## src/hw/dbgtrg_pkg.sv

```systemverilog
// Function
// RQ1: source select: any access, or executed opcode
// RQ2: capture position: end at trigger or begin
// RQ3: reserved config and status bits read zero
// RQ4: modes 0-4: A, A|B, A>B, evtB, A>evtB
// RQ5: modes 5-8 and, and-not, inside, outside
// RQ6: status bit 7 shows A since arming
// RQ7: status bit 6 shows B since arming
// RQ8: status bit 5 shows C since arming
// RQ9: status bit 0 mirrors arm while enabled
// RQ10: end-run reset clears armed flag
// RQ11: end-trace reset keeps hits, clears armed; code keeps hits only in enabled end-at-trigger runs
// RQ12: config writes ignored while armed
// RQ13: arm bit gates comparing and storing
// RQ14: arming clears the three hit flags
package dbgtrg_pkg;
   // =======================================
   // register map (byte addresses)
   localparam logic [7:0] OFF_TRIG_CFG = 8'h00;
   localparam logic [7:0] OFF_STATUS   = 8'h04;
   localparam logic [7:0] OFF_CTRL     = 8'h08;
   localparam logic [7:0] OFF_IRQ_STAT = 8'h0C;
   localparam logic [7:0] OFF_IRQ_MASK = 8'h10;
   // =======================================
   // field positions
   localparam int CFG_SRC_SEL_BIT = 7;
   localparam int CFG_BEGIN_BIT   = 6;
   localparam int ST_A_BIT        = 7;
   localparam int ST_B_BIT        = 6;
   localparam int ST_C_BIT        = 5;
   localparam int ST_ARMED_BIT    = 0;
   localparam int CTRL_EN_BIT     = 7;
   localparam int CTRL_ARM_BIT    = 6;
   localparam int IRQ_TRIG_BIT    = 0;
   localparam int IRQ_DONE_BIT    = 1;
   localparam logic [7:0] CFG_WR_MASK  = 8'hCF;
   localparam logic [7:0] CTRL_WR_MASK = 8'hC0;
   localparam logic [7:0] IRQ_WR_MASK  = 8'h03;
   // =======================================
   // values after reset
   localparam logic [7:0] CFG_RESET  = 8'h00;
   localparam logic [7:0] CTRL_RESET = 8'h00;
   localparam logic [7:0] IRQ_RESET  = 8'h00;
   // =======================================
   // trigger modes
   localparam logic [3:0] MODE_A_ONLY     = 4'h0;
   localparam logic [3:0] MODE_A_OR_B     = 4'h1;
   localparam logic [3:0] MODE_A_THEN_B   = 4'h2;
   localparam logic [3:0] MODE_EVT_B      = 4'h3;
   localparam logic [3:0] MODE_A_THEN_EVB = 4'h4;
   localparam logic [3:0] MODE_A_AND_B    = 4'h5;
   localparam logic [3:0] MODE_A_NOT_B    = 4'h6;
   localparam logic [3:0] MODE_INSIDE     = 4'h7;
   localparam logic [3:0] MODE_OUTSIDE    = 4'h8;
   // =======================================
   // bus answers
   localparam logic [1:0] RESP_OKAY   = 2'h0;
   localparam logic [1:0] RESP_SLVERR = 2'h2;
   // =======================================
   // monitored core bus, one cycle per access
   typedef struct packed {
      logic access;   // an access took place this cycle
      logic exec;     // opcode at the address was executed
      logic a_hit;    // address equals comparator A
      logic b_hit;    // address equals comparator B
      logic c_hit;    // address equals comparator C
      logic in_range; // address between A and B
   } dbgtrg_core_t;
endpackage

```

## src/hw/dbgtrg_top.sv

```systemverilog
`timescale 1ns/1ps
module dbgtrg_top #(
   parameter int ADDR_W = 8
) (
   input  wire logic                      clk,             // 250 MHz system clock
   input  wire logic                      reset_n,         // synchronous power-on reset
   input  wire logic                      end_run_rst,     // end-run reset pulse
   input  wire logic                      end_trace_rst,   // end-trace reset pulse
   input  wire dbgtrg_pkg::dbgtrg_core_t  core,            // comparator results per access
   input  wire logic                      fifo_full,       // trace fifo reached its depth
   output logic                           trigger_out,     // one-cycle trigger pulse
   output logic                           store_out,       // store current access in fifo
   output logic                           armed_out,       // armed state to fifo and count
   output logic                           trace_done,      // one-cycle end of trace run
   output logic                           irq,             // level interrupt
   input  wire logic [ADDR_W-1:0]         s_axi_awaddr,    // write address
   input  wire logic                      s_axi_awvalid,   // write address valid
   output logic                           s_axi_awready,   // write address ready
   input  wire logic [31:0]               s_axi_wdata,     // write data
   input  wire logic [3:0]                s_axi_wstrb,     // write strobes
   input  wire logic                      s_axi_wvalid,    // write data valid
   output logic                           s_axi_wready,    // write data ready
   output logic [1:0]                     s_axi_bresp,     // write response
   output logic                           s_axi_bvalid,    // write response valid
   input  wire logic                      s_axi_bready,    // write response ready
   input  wire logic [ADDR_W-1:0]         s_axi_araddr,    // read address
   input  wire logic                      s_axi_arvalid,   // read address valid
   output logic                           s_axi_arready,   // read address ready
   output logic [31:0]                    s_axi_rdata,     // read data
   output logic [1:0]                     s_axi_rresp,     // read response
   output logic                           s_axi_rvalid,    // read data valid
   input  wire logic                      s_axi_rready     // read data ready
);

   if (ADDR_W < 5 || ADDR_W > 8) begin : g_chk
      $error("dbgtrg_top: ADDR_W must lie in 5..8");
   end

   typedef enum logic [1:0] {CAP_IDLE, CAP_WAIT, CAP_STORE} dbgtrg_cap_t;

   // =======================================
   // registers
   logic [7:0]  cfg_reg;
   logic [7:0]  ctrl_reg;
   logic [7:0]  irq_stat_reg;
   logic [7:0]  irq_mask_reg;
   logic        a_flag_reg;
   logic        b_flag_reg;
   logic        c_flag_reg;
   logic        a_seen_reg;
   logic        arm_prev_reg;
   dbgtrg_cap_t cap_reg;
   logic [ADDR_W-1:0] aw_addr_reg;
   logic [31:0] w_data_reg;
   logic [3:0]  w_strb_reg;
   logic        aw_have_reg;
   logic        w_have_reg;

   logic        en;
   logic        arm;
   logic        begin_mode;
   logic        armed;
   logic        arm_rise;
   logic        keep_trace;
   logic        soft_por;
   logic        wr_go;
   logic        wr_lane0;
   logic [7:0]  wr_byte;
   logic [7:0]  wr_off;
   logic [7:0]  rd_off;
   logic        qual;
   logic        hit_a;
   logic        hit_b;
   logic        hit_c;
   logic        hit_rng;
   logic        fire;
   logic        evt_only;
   logic        hw_disarm;
   logic [7:0]  status_val;

   assign en         = ctrl_reg[dbgtrg_pkg::CTRL_EN_BIT];
   assign arm        = ctrl_reg[dbgtrg_pkg::CTRL_ARM_BIT];
   assign begin_mode = cfg_reg[dbgtrg_pkg::CFG_BEGIN_BIT];
   assign armed      = en & arm;                                             // RQ13
   assign arm_rise   = armed & ~arm_prev_reg;
   // an end-trace reset only preserves state in end-at-trigger runs
   assign keep_trace = end_trace_rst & en & ~begin_mode;                     // RQ11
   assign soft_por   = end_trace_rst & ~keep_trace;

   // =======================================
   // axi4-lite write path
   assign wr_go    = aw_have_reg & w_have_reg & ~s_axi_bvalid;
   assign wr_off   = 8'(aw_addr_reg);
   assign wr_byte  = w_data_reg[7:0];
   assign wr_lane0 = wr_go & w_strb_reg[0];

   always_ff @(posedge clk) begin
      if (!reset_n) begin
         aw_have_reg   <= 1'b0;
         aw_addr_reg   <= '0;
         s_axi_awready <= 1'b0;
      end else if (s_axi_awvalid && s_axi_awready) begin
         aw_have_reg   <= 1'b1;
         aw_addr_reg   <= s_axi_awaddr;
         s_axi_awready <= 1'b0;
      end else if (wr_go) begin
         aw_have_reg   <= 1'b0;
      end else begin
         s_axi_awready <= ~aw_have_reg & ~s_axi_bvalid;
      end
   end

   always_ff @(posedge clk) begin
      if (!reset_n) begin
         w_have_reg   <= 1'b0;
         w_data_reg   <= '0;
         w_strb_reg   <= '0;
         s_axi_wready <= 1'b0;
      end else if (s_axi_wvalid && s_axi_wready) begin
         w_have_reg   <= 1'b1;
         w_data_reg   <= s_axi_wdata;
         w_strb_reg   <= s_axi_wstrb;
         s_axi_wready <= 1'b0;
      end else if (wr_go) begin
         w_have_reg   <= 1'b0;
      end else begin
         s_axi_wready <= ~w_have_reg & ~s_axi_bvalid;
      end
   end

   always_ff @(posedge clk) begin
      if (!reset_n) begin
         s_axi_bvalid <= 1'b0;
         s_axi_bresp  <= dbgtrg_pkg::RESP_OKAY;
      end else if (wr_go) begin
         s_axi_bvalid <= 1'b1;
         unique case (wr_off)
            dbgtrg_pkg::OFF_TRIG_CFG, dbgtrg_pkg::OFF_STATUS, dbgtrg_pkg::OFF_CTRL,
            dbgtrg_pkg::OFF_IRQ_STAT, dbgtrg_pkg::OFF_IRQ_MASK:
               s_axi_bresp <= dbgtrg_pkg::RESP_OKAY;
            default:
               s_axi_bresp <= dbgtrg_pkg::RESP_SLVERR;
         endcase
      end else if (s_axi_bready) begin
         s_axi_bvalid <= 1'b0;
      end
   end

   // =======================================
   // axi4-lite read path
   assign status_val = {a_flag_reg, b_flag_reg, c_flag_reg, 4'h0,            // RQ3
                        armed};                                              // RQ9
   assign rd_off     = 8'(s_axi_araddr);

   always_ff @(posedge clk) begin
      if (!reset_n) begin
         s_axi_arready <= 1'b0;
         s_axi_rvalid  <= 1'b0;
         s_axi_rdata   <= '0;
         s_axi_rresp   <= dbgtrg_pkg::RESP_OKAY;
      end else if (s_axi_arvalid && s_axi_arready) begin
         s_axi_arready <= 1'b0;
         s_axi_rvalid  <= 1'b1;
         s_axi_rresp   <= dbgtrg_pkg::RESP_OKAY;
         unique case (rd_off)
            dbgtrg_pkg::OFF_TRIG_CFG: s_axi_rdata <= {24'h0, cfg_reg};
            dbgtrg_pkg::OFF_STATUS:   s_axi_rdata <= {24'h0, status_val};     // RQ6 RQ7 RQ8
            dbgtrg_pkg::OFF_CTRL:     s_axi_rdata <= {24'h0, ctrl_reg};
            dbgtrg_pkg::OFF_IRQ_STAT: s_axi_rdata <= {24'h0, irq_stat_reg};
            dbgtrg_pkg::OFF_IRQ_MASK: s_axi_rdata <= {24'h0, irq_mask_reg};
            default: begin
               s_axi_rdata <= '0;
               s_axi_rresp <= dbgtrg_pkg::RESP_SLVERR;
            end
         endcase
      end else if (s_axi_rvalid) begin
         s_axi_rvalid <= ~s_axi_rready;
      end else begin
         s_axi_arready <= 1'b1;
      end
   end

   // =======================================
   // trigger configuration
   always_ff @(posedge clk) begin
      if (!reset_n || soft_por) begin
         cfg_reg <= dbgtrg_pkg::CFG_RESET;
      end else if (wr_lane0 && wr_off == dbgtrg_pkg::OFF_TRIG_CFG && !arm) begin // RQ12
         cfg_reg <= wr_byte & dbgtrg_pkg::CFG_WR_MASK;                     // RQ3
      end
   end

   // =======================================
   // control: enable and arm
   always_ff @(posedge clk) begin
      if (!reset_n || soft_por) begin
         ctrl_reg <= dbgtrg_pkg::CTRL_RESET;
      end else if (end_run_rst || keep_trace || hw_disarm) begin
         ctrl_reg[dbgtrg_pkg::CTRL_ARM_BIT] <= 1'b0;                       // RQ10 RQ11
      end else if (wr_lane0 && wr_off == dbgtrg_pkg::OFF_CTRL) begin
         ctrl_reg <= wr_byte & dbgtrg_pkg::CTRL_WR_MASK;
      end
   end

   always_ff @(posedge clk) begin
      if (!reset_n) begin
         arm_prev_reg <= 1'b0;
      end else begin
         arm_prev_reg <= armed;
      end
   end

   // =======================================
   // qualified comparator hits
   assign qual    = cfg_reg[dbgtrg_pkg::CFG_SRC_SEL_BIT] ? core.exec : core.access; // RQ1
   assign hit_a   = core.a_hit & qual;
   assign hit_b   = core.b_hit & qual;
   assign hit_c   = core.c_hit & qual;
   assign hit_rng = core.in_range & qual;

   always_comb begin
      fire     = 1'b0;
      evt_only = 1'b0;
      unique case (cfg_reg[3:0])
         dbgtrg_pkg::MODE_A_ONLY:     fire = hit_a;                         // RQ4
         dbgtrg_pkg::MODE_A_OR_B:     fire = hit_a | hit_b;                 // RQ4
         dbgtrg_pkg::MODE_A_THEN_B:   fire = a_seen_reg & hit_b;            // RQ4
         dbgtrg_pkg::MODE_EVT_B: begin
            fire     = hit_b;                                               // RQ4
            evt_only = 1'b1;
         end
         dbgtrg_pkg::MODE_A_THEN_EVB: begin
            fire     = a_seen_reg & hit_b;                                  // RQ4
            evt_only = 1'b1;
         end
         dbgtrg_pkg::MODE_A_AND_B:    fire = hit_a & hit_b;                 // RQ5
         dbgtrg_pkg::MODE_A_NOT_B:    fire = hit_a & ~hit_b;                // RQ5
         dbgtrg_pkg::MODE_INSIDE:     fire = hit_rng;                       // RQ5
         dbgtrg_pkg::MODE_OUTSIDE:    fire = qual & ~core.in_range;         // RQ5
         default:                     fire = 1'b0;                          // RQ5
      endcase
   end

   // the "then" modes need A seen strictly before the B access
   always_ff @(posedge clk) begin
      if (!reset_n || arm_rise) begin
         a_seen_reg <= 1'b0;
      end else if (armed && hit_a) begin
         a_seen_reg <= 1'b1;
      end
   end

   // =======================================
   // match flags since arming
   // end-run reset leaves them as they were; undefined there anyway
   always_ff @(posedge clk) begin
      if (!reset_n || soft_por) begin
         a_flag_reg <= 1'b0;
         b_flag_reg <= 1'b0;
         c_flag_reg <= 1'b0;
      end else if (armed) begin
         // a hit in the arming cycle still counts, so set beats clear
         a_flag_reg <= hit_a | (a_flag_reg & ~arm_rise);                    // RQ6 RQ14
         b_flag_reg <= hit_b | (b_flag_reg & ~arm_rise);                    // RQ7 RQ14
         c_flag_reg <= hit_c | (c_flag_reg & ~arm_rise);                    // RQ8 RQ14
      end
   end

   // =======================================
   // capture sequencing
   always_comb begin
      hw_disarm = 1'b0;
      if (armed && !arm_rise && cap_reg == CAP_STORE) begin
         hw_disarm = begin_mode ? fifo_full : fire;                         // RQ2
      end
   end

   always_ff @(posedge clk) begin
      if (!reset_n || !armed) begin
         cap_reg <= CAP_IDLE;
      end else if (arm_rise) begin
         cap_reg <= begin_mode ? CAP_WAIT : CAP_STORE;                      // RQ2
      end else begin
         unique case (cap_reg)
            CAP_IDLE:  cap_reg <= CAP_IDLE;
            CAP_WAIT:  cap_reg <= fire ? CAP_STORE : CAP_WAIT;              // RQ2
            CAP_STORE: cap_reg <= hw_disarm ? CAP_IDLE : CAP_STORE;
         endcase
      end
   end

   always_ff @(posedge clk) begin
      if (!reset_n) begin
         trigger_out <= 1'b0;
         store_out   <= 1'b0;
         armed_out   <= 1'b0;
         trace_done  <= 1'b0;
      end else begin
         trigger_out <= armed & ~arm_rise & fire & (cap_reg != CAP_IDLE);    // RQ13
         // event-only modes store just the B accesses
         store_out   <= armed & (cap_reg == CAP_STORE)
                        & (evt_only ? hit_b : qual);                        // RQ13
         armed_out   <= armed;
         trace_done  <= hw_disarm;
      end
   end

   // =======================================
   // interrupts: sticky, write one to clear, set wins
   always_ff @(posedge clk) begin
      if (!reset_n) begin
         irq_stat_reg <= dbgtrg_pkg::IRQ_RESET;
      end else begin
         if (wr_lane0 && wr_off == dbgtrg_pkg::OFF_IRQ_STAT) begin
            irq_stat_reg <= irq_stat_reg & ~wr_byte;
         end
         if (armed && !arm_rise && fire && cap_reg != CAP_IDLE) begin
            irq_stat_reg[dbgtrg_pkg::IRQ_TRIG_BIT] <= 1'b1;
         end
         if (hw_disarm) begin
            irq_stat_reg[dbgtrg_pkg::IRQ_DONE_BIT] <= 1'b1;
         end
      end
   end

   always_ff @(posedge clk) begin
      if (!reset_n) begin
         irq_mask_reg <= dbgtrg_pkg::IRQ_RESET;
      end else if (wr_lane0 && wr_off == dbgtrg_pkg::OFF_IRQ_MASK) begin
         irq_mask_reg <= wr_byte & dbgtrg_pkg::IRQ_WR_MASK;
      end
   end

   always_ff @(posedge clk) begin
      if (!reset_n) begin
         irq <= 1'b0;
      end else begin
         irq <= |(irq_stat_reg & irq_mask_reg);
      end
   end

endmodule

```

## config.mk

```make
export PLATFORM = sky130hd
export DESIGN_NAME = dbgtrg_top
export DESIGN_NICKNAME = d
export VERILOG_FILES = /design/src/hw/dbgtrg_pkg.sv /design/src/hw/dbgtrg_top.sv
export SDC_FILE = /design/constraint.sdc
export NUM_CORES = 1
export LEC_CHECK = 0
export BUFFER_PORTS_ARGS = -buffer_cell sky130_fd_sc_hd__buf_2
export CAP_MARGIN = 40
export CELL_PAD_IN_SITES_DETAIL_PLACEMENT = 1
export CELL_PAD_IN_SITES_GLOBAL_PLACEMENT = 2
export CORE_MARGIN = 2
export CORE_UTILIZATION = 24
export DETAILED_ROUTE_END_ITERATION = 6
export PLACE_DENSITY_LB_ADDON = 0.1
export SYNTH_ARGS = -nofsm -noshare
export SYNTH_HDL_FRONTEND = slang
export SYNTH_SLANG_ARGS = --single-unit
```

## constraint.sdc

```tcl
create_clock -name clk -period 1.9 [get_ports clk]
set_input_delay 0.19 -clock clk [delete_from_list [all_inputs] [get_ports clk]]
set_output_delay 0.19 -clock clk [all_outputs]
set_load 0.02 [all_outputs]
```

## Word-level counts from Yosys, hierarchy flattened

Index checks and enable logic that the tools add are counted.

- Equal/unequal tests: 18
- Bitwise operators: 45
- Multiplexer cells: 24
- Reductions and logical operators: 42

Operators by type and width:

| kind | count |
|---|---|
| 8-bit case mux with 5 select lines | 1 |
| 8-bit by 4-bit == test with 1-bit output, second input constant | 4 |
| 1-bit bitwise AND | 26 |
| 4-bit by 3-bit == test with 1-bit output, second input constant | 4 |
| 8-bit by 3-bit == test with 1-bit output, second input constant | 2 |
| 8-bit by 5-bit == test with 1-bit output, second input constant | 2 |
| 8-bit zero test | 2 |
| 1-bit two-way mux | 14 |
| 2-bit two-way mux | 7 |
| 1-bit logical AND | 13 |
| 1-bit NOT | 12 |
| 2-bit nonzero test | 6 |
| 2-bit OR reduction | 6 |
| 5-bit OR reduction | 2 |
| 8-bit by 2-bit bitwise AND with 8-bit output | 1 |
| 8-bit bitwise AND | 1 |
| 4-bit by 2-bit == test with 1-bit output, second input constant | 2 |
| 8-bit NOT | 1 |
| 1-bit case mux with 8 select lines | 1 |
| 8-bit OR reduction | 1 |
| 2-bit case mux with 3 select lines | 1 |
| 1-bit logical OR | 5 |
| 4-bit by 1-bit == test with 1-bit output, second input constant | 1 |
| 4-bit == test, second input constant | 1 |
| 7 further kinds | 13 |

- Bits of input ports: 68
- Word-level logic and storage cells: 159
- Register bits after elaboration: 89
- Output and inout port bits: 46

## Longest topological paths before layout

Gate-level depths: netlist of run 1.

- Word-level depth: 10
- Depth in mapped cells: 7
- Mapped depth without buffers: 7

## Worst setup path after synthesis of run 1

OpenSTA, ideal clock, no wires.

- Kind: register to register
- From: register aw_addr_reg[7]
- To: register irq_stat_reg[0]
- Setup slack: 142 ps
- Buffers on the path: 1
- Cell stages (with the launch flop): 7
- Arrival: 1643 ps
- Cell sequence: dfxtp_1 -> or4_4 -> nor4_4 -> and2_1 -> buf_6 -> nand2_2 -> a31o_1

- Cells in the longest elaborated chain, start to end: 3

RTL lines:

| what | line | source |
|---|---|---|
| start: declaration | dbgtrg_top.sv:53 | `logic [ADDR_W-1:0] aw_addr_reg;` |
| start signal: assignment | dbgtrg_top.sv:104 | `aw_addr_reg <= s_axi_awaddr;` |
| 8-bit by 4-bit == test with 1-bit output | dbgtrg_top.sv:314 | `if (wr_lane0 && wr_off == dbgtrg_pkg::OFF_IRQ_STAT) begin` |
| 1-bit logical AND | dbgtrg_top.sv:314 |  |
| 2-bit nonzero test (no line) | - |  |
| end signal: assignment | dbgtrg_top.sv:312 | `irq_stat_reg <= dbgtrg_pkg::IRQ_RESET;` |
| end signal: assignment | dbgtrg_top.sv:315 | `irq_stat_reg <= irq_stat_reg & ~wr_byte;` |
| end: declaration | dbgtrg_top.sv:45 | `logic [7:0] irq_stat_reg;` |

No other way between the ends.
A chain may end at the register's enable or synchronous reset.

## Final worst setup path of run 1

- From: register aw_addr_reg[7]
- To: register ctrl_reg[7]

- Cells in the longest elaborated chain, start to end: 3

RTL lines:

| what | line | source |
|---|---|---|
| 8-bit by 4-bit == test with 1-bit output | dbgtrg_top.sv:200 | `end else if (wr_lane0 && wr_off == dbgtrg_pkg::OFF_CTRL) begin` |
| 1-bit logical AND | dbgtrg_top.sv:200 |  |
| 2-bit AND reduction (no line) | - |  |
| end signal: assignment | dbgtrg_top.sv:197 | `ctrl_reg <= dbgtrg_pkg::CTRL_RESET;` |
| end signal: assignment | dbgtrg_top.sv:201 | `ctrl_reg <= wr_byte & dbgtrg_pkg::CTRL_WR_MASK;` |
| end: declaration | dbgtrg_top.sv:44 | `logic [7:0] ctrl_reg;` |

No other way between the ends.

==> results of run 1 <==
==> synth_stat cells, types with 3 or more instances <==
library cell  count  area share [%]
nor3_1            6             1.0
a22oi_1           4             1.0
inv_1            13             1.7
nand3_1           8             1.4
nand4_1           5             1.1
and3_1            3            0.64
and2_1            6             1.3
nand2_1          62             8.0
o21ai_0          11             1.9
dfxtp_1          63              43
nor2_1           26             3.3
nand2b_1          5             1.1
clkbuf_1         10             1.3
nand3b_1          3            0.77
ha_1              3             1.3
buf_4            26             6.7
a21oi_1          42             7.2
mux2i_1          11             3.8
a31oi_1           3            0.64
==> power by group through the flow <==
stage	combinational, mW	sequential (mW)	clock, mW
after global placement	0.258	1.41	0
final	0.259	1.39	1.56
after floorplan	0.189	1.41	0
after CTS	0.262	1.39	1.62
after global routing	0.290	1.39	1.69
after detailed placement	0.261	1.41	0
==> repair_timing <==
| action | 4_1_cts | 5_1_grt |
|---|---|---|
| endpoints found under the hold margin | 0 | 0 |
| resized for setup | 0 | 4 |
| pin swaps | 1 | 0 |
| endpoints found under the setup margin | 1 | 12 |
==> kinds of logic (layout without fill, tap and decap cells) <==
logic type,count (synthesis),count (layout),share of synthesized area [%]
simple gates,143,143,24.4
compound gates,73,73,14.7
flops,63,63,43.2
buf+inv,53,100,10.5
mux,14,14,5.70
fa+ha+maj,3,3,1.29
other cells,1,26,0.128
==> final cells by class <==
class	count	area [um2]
clock buffers	12	267
inverters	14	52.6
flip-flops and latches	63	1260
repair buffers	71	383
fillers	1446	8330
multi-input cells	259	1460
well taps	147	184
clock inverters	3	17.5
==> worst max-delay path: stages, from the launching register on <==
cell       delay (ps)
dfxtp_1           310
or4_4             580
nor4_4            240
o2111ai_1         160
o21ba_1           260
mux2i_1           170
==> placed cells by master, fill, tap and decap left out, drive strengths merged, types with 3 or more instances in the layout <==
| cell type | n |
|---|---|
| nor2 | 26 |
| nand2 | 63 |
| nand3 | 9 |
| nor4 | 4 |
| and2 | 6 |
| inv | 13 |
| nor3 | 6 |
| and3 | 3 |
| a21oi | 42 |
| nand4 | 5 |
| conb | 26 |
| ha | 3 |
| nand3b | 3 |
| a31oi | 3 |
| mux2i | 11 |
| clkinv | 3 |
| buf | 71 |
| o21ai | 11 |
| a22oi | 4 |
| nand2b | 5 |
| clkbuf | 12 |
| dfxtp | 63 |
==> how the worst min path moves through the flow <==
stage                start     endpoint  slack (ps)  cells after the start
6_report       end_run_rst  ctrl_reg[6]          70                      2
5_1_grt        end_run_rst  ctrl_reg[6]          60                      2
4_1_cts        end_run_rst  ctrl_reg[6]          70                      2
3_5_place_dp   end_run_rst  ctrl_reg[6]         410                      2
3_3_place_gp   end_run_rst  ctrl_reg[6]         400                      2
2_1_floorplan  end_run_rst  ctrl_reg[6]         270                      1
==> layer usage <==
layer | vias up | wire length [um] | track usage (%)
met4 | 0 | 113 | 4.88
met1 | 1211 | 4160 | 18.9
met2 | 59 | 3840 | 21.4
met3 | 8 | 373 | 3.28
met5 | - | 0 | 0
li1 | 1290 | - | -
==> through the flow <==
step	instances	hold slack (ps)	cell area (um2)	power, mW	worst slack [ps]
2_1_floorplan	375	266	3010	1.60	142
3_3_place_gp	554	402	3330	1.67	47.8
3_5_place_dp	554	406	3330	1.68	16.0
4_1_cts	569	65.3	3610	3.27	22.9
5_1_grt	569	64.7	3630	3.37	7.11
6_report	569	69.9	3630	3.21	110
==> metrics.md, run 1 <==
| Metric | Value |
|---|---|
| Outcome | `complete, no violations` |
| Final Hold Fails | `0` |
| Largest net degree at the start of global routing | `30` |
| First-pass GRT wire length | `13700 um` |
| First DRT Iteration DRCs | `69` |
| ANT cells | `0` |
| Tcrit/Tclk final | `94.2%` |
| Clock root cell | `clkbuf_16` |
| Final setup viols | `0` |
| CP required | `2150 ps` |
| Maxcap violations | `0` |
| Cell Int Power | `2.41 mW` |
| DP HPWL | `6490 um` |
| Final core occ | `30.3%` |
| Mapped cell area | `2920 um2` |
| Congestion Overflow GR | `0` |
| Gate power share | `8.1%` |
| Net switching power | `793 uW` |
| Router iterations before antenna repair | `4` |
| Syn_area_per_cell | `8.34 um2` |
| Nets | `489` |
| Clk_skew | `9.39 ps` |
| Via Count | `2568` |
| Yosys synthesis warning count | `0` |
| Setup crit end | `ctrl_reg[7]` |
| Async set or reset register ratio after synthesis | `0%` |
| Ys flop type | `dfxtp_1` |
| Initial antenna violation count | `0` |
| Critical path class | `register to register` |
| Avg WL per Cell | `14.9 um` |
| Worst r2r dst | `ctrl_reg[7]` |
| Vias in the first global route | `2546` |
| Crit path max fanout | `3` |
| Sequential Power Share | `43.2%` |
| Number of synthesized register bits | `63` |
| Flop2flop setup slack | `110 ps` |
| Port bufs | `60` |
| Switching share of power | `24.7%` |
| Max IR drop VDD | `0.351 mV` |
| Layout overhead on the synthesized area | `24.3%` |
| DIE WIDTH | `114 um` |
| Tmin final | `1790 ps` |
| Worst skew pair latency | `320 ps` |
| Routed WL | `8490 um` |
| Clock Path Buffers | `2` |
| Vias per cell | `4.51` |
| Setup TNS after final layout | `0 ps` |
| Synth unique cells | `50` |
| P per Cell Area | `884 nW/um2` |
| Setup bufs post-CTS | `0` |
| Crit end category | `register` |
| DIE AREA | `13100 um2` |
| Leakage | `1.54 nW` |
| Clock power share | `48.7%` |
| DRC | `0` |
| Max Slew Vio Count | `0` |
| Antenna-violating nets left | `0` |
| RePlAce Congestion | `0.714` |
| Max Clock Freq | `0.559 GHz` |
| IO Pins | `114` |
| Min-delay worst type | `primary input to register` |
| CTS tree | `built` |
| Placement Rows | `40` |
| Cts hold-fix bufs | `0` |
| Startpoint Class | `register` |
| Reg2reg path depth | `5` |
| H-tree levels | `3` |
| GRT Total Usage | `13.8%` |
| EDFF count, synth | `0` |
| Total CTS buffers | `9` |
| CP arrival | `2040 ps` |
| Share of layout cells above drive strength 1 | `23.7%` |
| Clk pin slew, worst setup/hold paths | `50 ps` |
| Core Region | `12000 um2` |
| Worst r2r src | `aw_addr_reg[7]` |
| RSZ-0062 raised after global routing | `no` |
| CTS Sinks | `63` |
| Start point of the critical path | `aw_addr_reg[7]` |
| Sequential element share of the synthesized area | `43.2%` |
| Post-Synthesis Cells | `350` |
| Die Y | `114 um` |
| Initial Utilization | `24.4%` |
Power figures use the tool's default switching activity.
==> run 2: changes to the inputs <==
--- a/config.mk
+++ b/config.mk
@@ -10,7 +10,8 @@
 export CELL_PAD_IN_SITES_DETAIL_PLACEMENT = 1
 export CELL_PAD_IN_SITES_GLOBAL_PLACEMENT = 2
 export CORE_MARGIN = 2
-export CORE_UTILIZATION = 24
+export CORE_UTILIZATION = 25
+export CTS_BUF_LIST = sky130_fd_sc_hd__clkbuf_4 sky130_fd_sc_hd__clkbuf_8
 export DETAILED_ROUTE_END_ITERATION = 6
 export PLACE_DENSITY_LB_ADDON = 0.1
 export SYNTH_ARGS = -nofsm -noshare
==> run 2 against run 1 <==
  * Routed wire length is 0.98% lower
  * Clock-buffer cell count is 2 lower
  * Via count is 0.55% higher
  * First-iteration DRC count stayed put
  * Worst hold slack worse by 4.8 ps
  * Maximum frequency is 0.35% higher
  * Final area is 1.8% lower
  * Flip-flop and latch count stayed put
  * Setup slack better by 6.2 ps
  * Total power is 11% lower
  * Highest routed layer unchanged
  * Cell count is 0.18% lower
  * Sequential power hardly changed
  * Largest cell class unchanged
==> metrics.md, run 2 (synthesis results as in run 1) <==
| Metric | Value |
|---|---|
| Nets | `491 (+0.41%)` |
| Clock root cell | `clkbuf_8` |
| Fin Hold WS | `65.1 ps (-4.75 ps)` |
| Die Y | `112 um (-2.0%)` |
| DP HPWL | `6380 um (-1.8%)` |
| Initial antenna violation count | `0 (unchanged)` |
| Total CTS buffers | `9 (unchanged)` |
| Cts hold-fix bufs | `0 (unchanged)` |
| First DRT Iteration DRCs | `69 (unchanged)` |
| Final setup viols | `0 (unchanged)` |
| Largest stage delay on the critical path | `510 ps (-70 ps)` |
| Startpoint Class | `register` |
| Clk_skew | `10.6 ps (+1.17 ps)` |
| Max Slew Vio Count | `0 (unchanged)` |
| Setup bufs post-CTS | `0 (unchanged)` |
| Crit path max fanout | `10 (+7)` |
| Cell Int Power | `2.08 mW (-14%)` |
| DIE AREA | `12600 um2 (-3.9%)` |
| Routed WL | `8400 um (-0.98%)` |
| Worst path slowest cell | `dfxtp_1` |
| Tmin final | `1780 ps (-6.23 ps)` |
| Via Count | `2582 (+0.55%)` |
| Max IR drop VDD | `0.324 mV (-7.6%)` |
| Clk pin slew, worst setup/hold paths | `80 ps (+30 ps)` |
| CTS tree | `built` |
| H-tree levels | `3 (unchanged)` |
| ANT cells | `0 (unchanged)` |
| Avg WL per Cell | `14.8 um (-0.80%)` |
| Critical path's top delay family | `compound AO/OA/AOI/OAI gates` |
| First-pass GRT wire length | `13600 um (-0.80%)` |
| Sequential Power Share | `48.4% (+5.2 points)` |
| Final Hold Fails | `0 (unchanged)` |
| Max Clock Freq | `0.561 GHz (+0.35%)` |
| Placement Rows | `39 (-2.5%)` |
| CTS Sinks | `63 (unchanged)` |
| Antenna-violating nets left | `0 (unchanged)` |
| Final Total Pwr | `2.86 mW (-11%)` |
| Initial Utilization | `25.6% (+1.2 points)` |
| Vias in the first global route | `2615 (+2.7%)` |
| Tcrit/Tclk final | `93.9% (-0.33 points)` |
| RePlAce Congestion | `0.693 (-2.9%)` |
| CP required | `2180 ps (+30 ps)` |
| Min-delay worst type | `primary input to register` |
| Vias per cell | `4.55 (+0.72%)` |
| Setup TNS after final layout | `0 ps (unchanged)` |
| Most frequent cells in the layout | `nand2_1 (62), dfxtp_1 (62), buf_2 (60), a21oi_1 (42)` |
| Net switching power | `776 uW (-2.2%)` |
| CP arrival | `2070 ps (+30 ps)` |
| Clock Path Buffers | `2 (unchanged)` |
| IO Pins | `114 (unchanged)` |
| Largest net degree at the start of global routing | `21 (-30%)` |
| DIE WIDTH | `112 um (-2.0%)` |
| Share of layout cells above drive strength 1 | `24.5% (+0.77 points)` |
| Outcome | `complete, no violations` |
| Port bufs | `60 (unchanged)` |
| Gate power share | `9.0% (+0.9 points)` |
| GRT Total Usage | `13.7% (-0.13 points)` |
| Crit end category | `register` |
| Clock power share | `42.7% (-6.0 points)` |
| Switching share of power | `27.1% (+2.4 points)` |
| Layout overhead on the synthesized area | `22.0%` |
| Maxcap violations | `0 (unchanged)` |
| Final core occ | `31.2% (+0.86 points)` |
| Critical path class | `register to register` |
| Crit-path cells | `nand4b_1 > a311oi_1 > o31a_1 > and4b_1 > a31o_1` |
| P per Cell Area | `802 nW/um2 (-9.2%)` |
| DRC | `0 (unchanged)` |
| Congestion Overflow GR | `0 (unchanged)` |
| Buf/Inv on CP | `0 (unchanged)` |
| Router iterations before antenna repair | `4 (unchanged)` |
| Leakage | `1.51 nW (-1.7%)` |
| Core Region | `11400 um2 (-4.5%)` |
| Worst skew pair latency | `340 ps (+20 ps)` |
==> run 2: cell types whose count changed in the layout (fill, tap and decap cells not counted), sizes merged <==
cell    delta
clkbuf     -2
clkinv     +1
inv        +1
buf        +2
bufinv     +1
==> run 2: path summary, 6_finish.rpt <==
check	from	endpoint	slack, ps	cells after the start
setup / recovery	cfg_reg[0]	irq_stat_reg[0]	120	5
hold / removal	end_run_rst	ctrl_reg[6]	70	2
setup reg to reg	cfg_reg[0]	irq_stat_reg[0]	120	5
hold reg to reg	w_data_reg[5]	irq_stat_reg[5]	430	1
==> run 2: cell type report <==
class,count,area (um2)
Fill cell,1412,7860
Multi-Input combinational cell,259,1460
Sequential cell,63,1260
Timing Repair Buffer,73,398
Tap cell,143,179
Clock buffer,10,138
Clock inverter,6,68.8
Inverter,14,52.6
==> run 2: metal layers <==
| layer | part of all wire, % | track usage (%) | up-vias | wire length (um) |
|---|---|---|---|---|
| li1 | - | - | 1290 | - |
| met1 | 48 | 18.5 | 1236 | 4070 |
| met2 | 48 | 22.3 | 50 | 4010 |
| met3 | 3.0 | 2.92 | 6 | 255 |
| met4 | 0.90 | 3.90 | 0 | 76 |
| met5 | 0 | 0 | - | 0 |
==> run 2: timing repair <==
action                     in CTS  in global routing
setup endpoints to repair       1                 12
resized for setup               0                  5
pin swaps                       1                  0
==> run 2: through the flow <==
stage | worst slack (ps) | cell area (um2) | instances
final | 116 | 3560 | 568
after global routing | -27.8 | 3560 | 568
after CTS | 67.9 | 3540 | 568
after detailed placement | -1.16 | 3340 | 552
after global placement | 49.7 | 3340 | 552
after floorplan | 142 | 3010 | 375
==> run 2: power groups by stage <==
stage / registers [mW] / logic [mW] / clock network (mW)
finish: 1.38 / 0.256 / 1.22
global route: 1.39 / 0.289 / 1.33
CTS: 1.38 / 0.259 / 1.27
detailed placement: 1.41 / 0.258 / 0
global placement: 1.41 / 0.254 / 0
floorplan: 1.41 / 0.189 / 0
==> run 2: worst reg2reg max path, stage by stage (launching register included) <==
cell and delay [ps]:
dfxtp_1 510, nand4b_1 150, a311oi_1 430, o31a_1 270
and4b_1 270, a31o_1 110
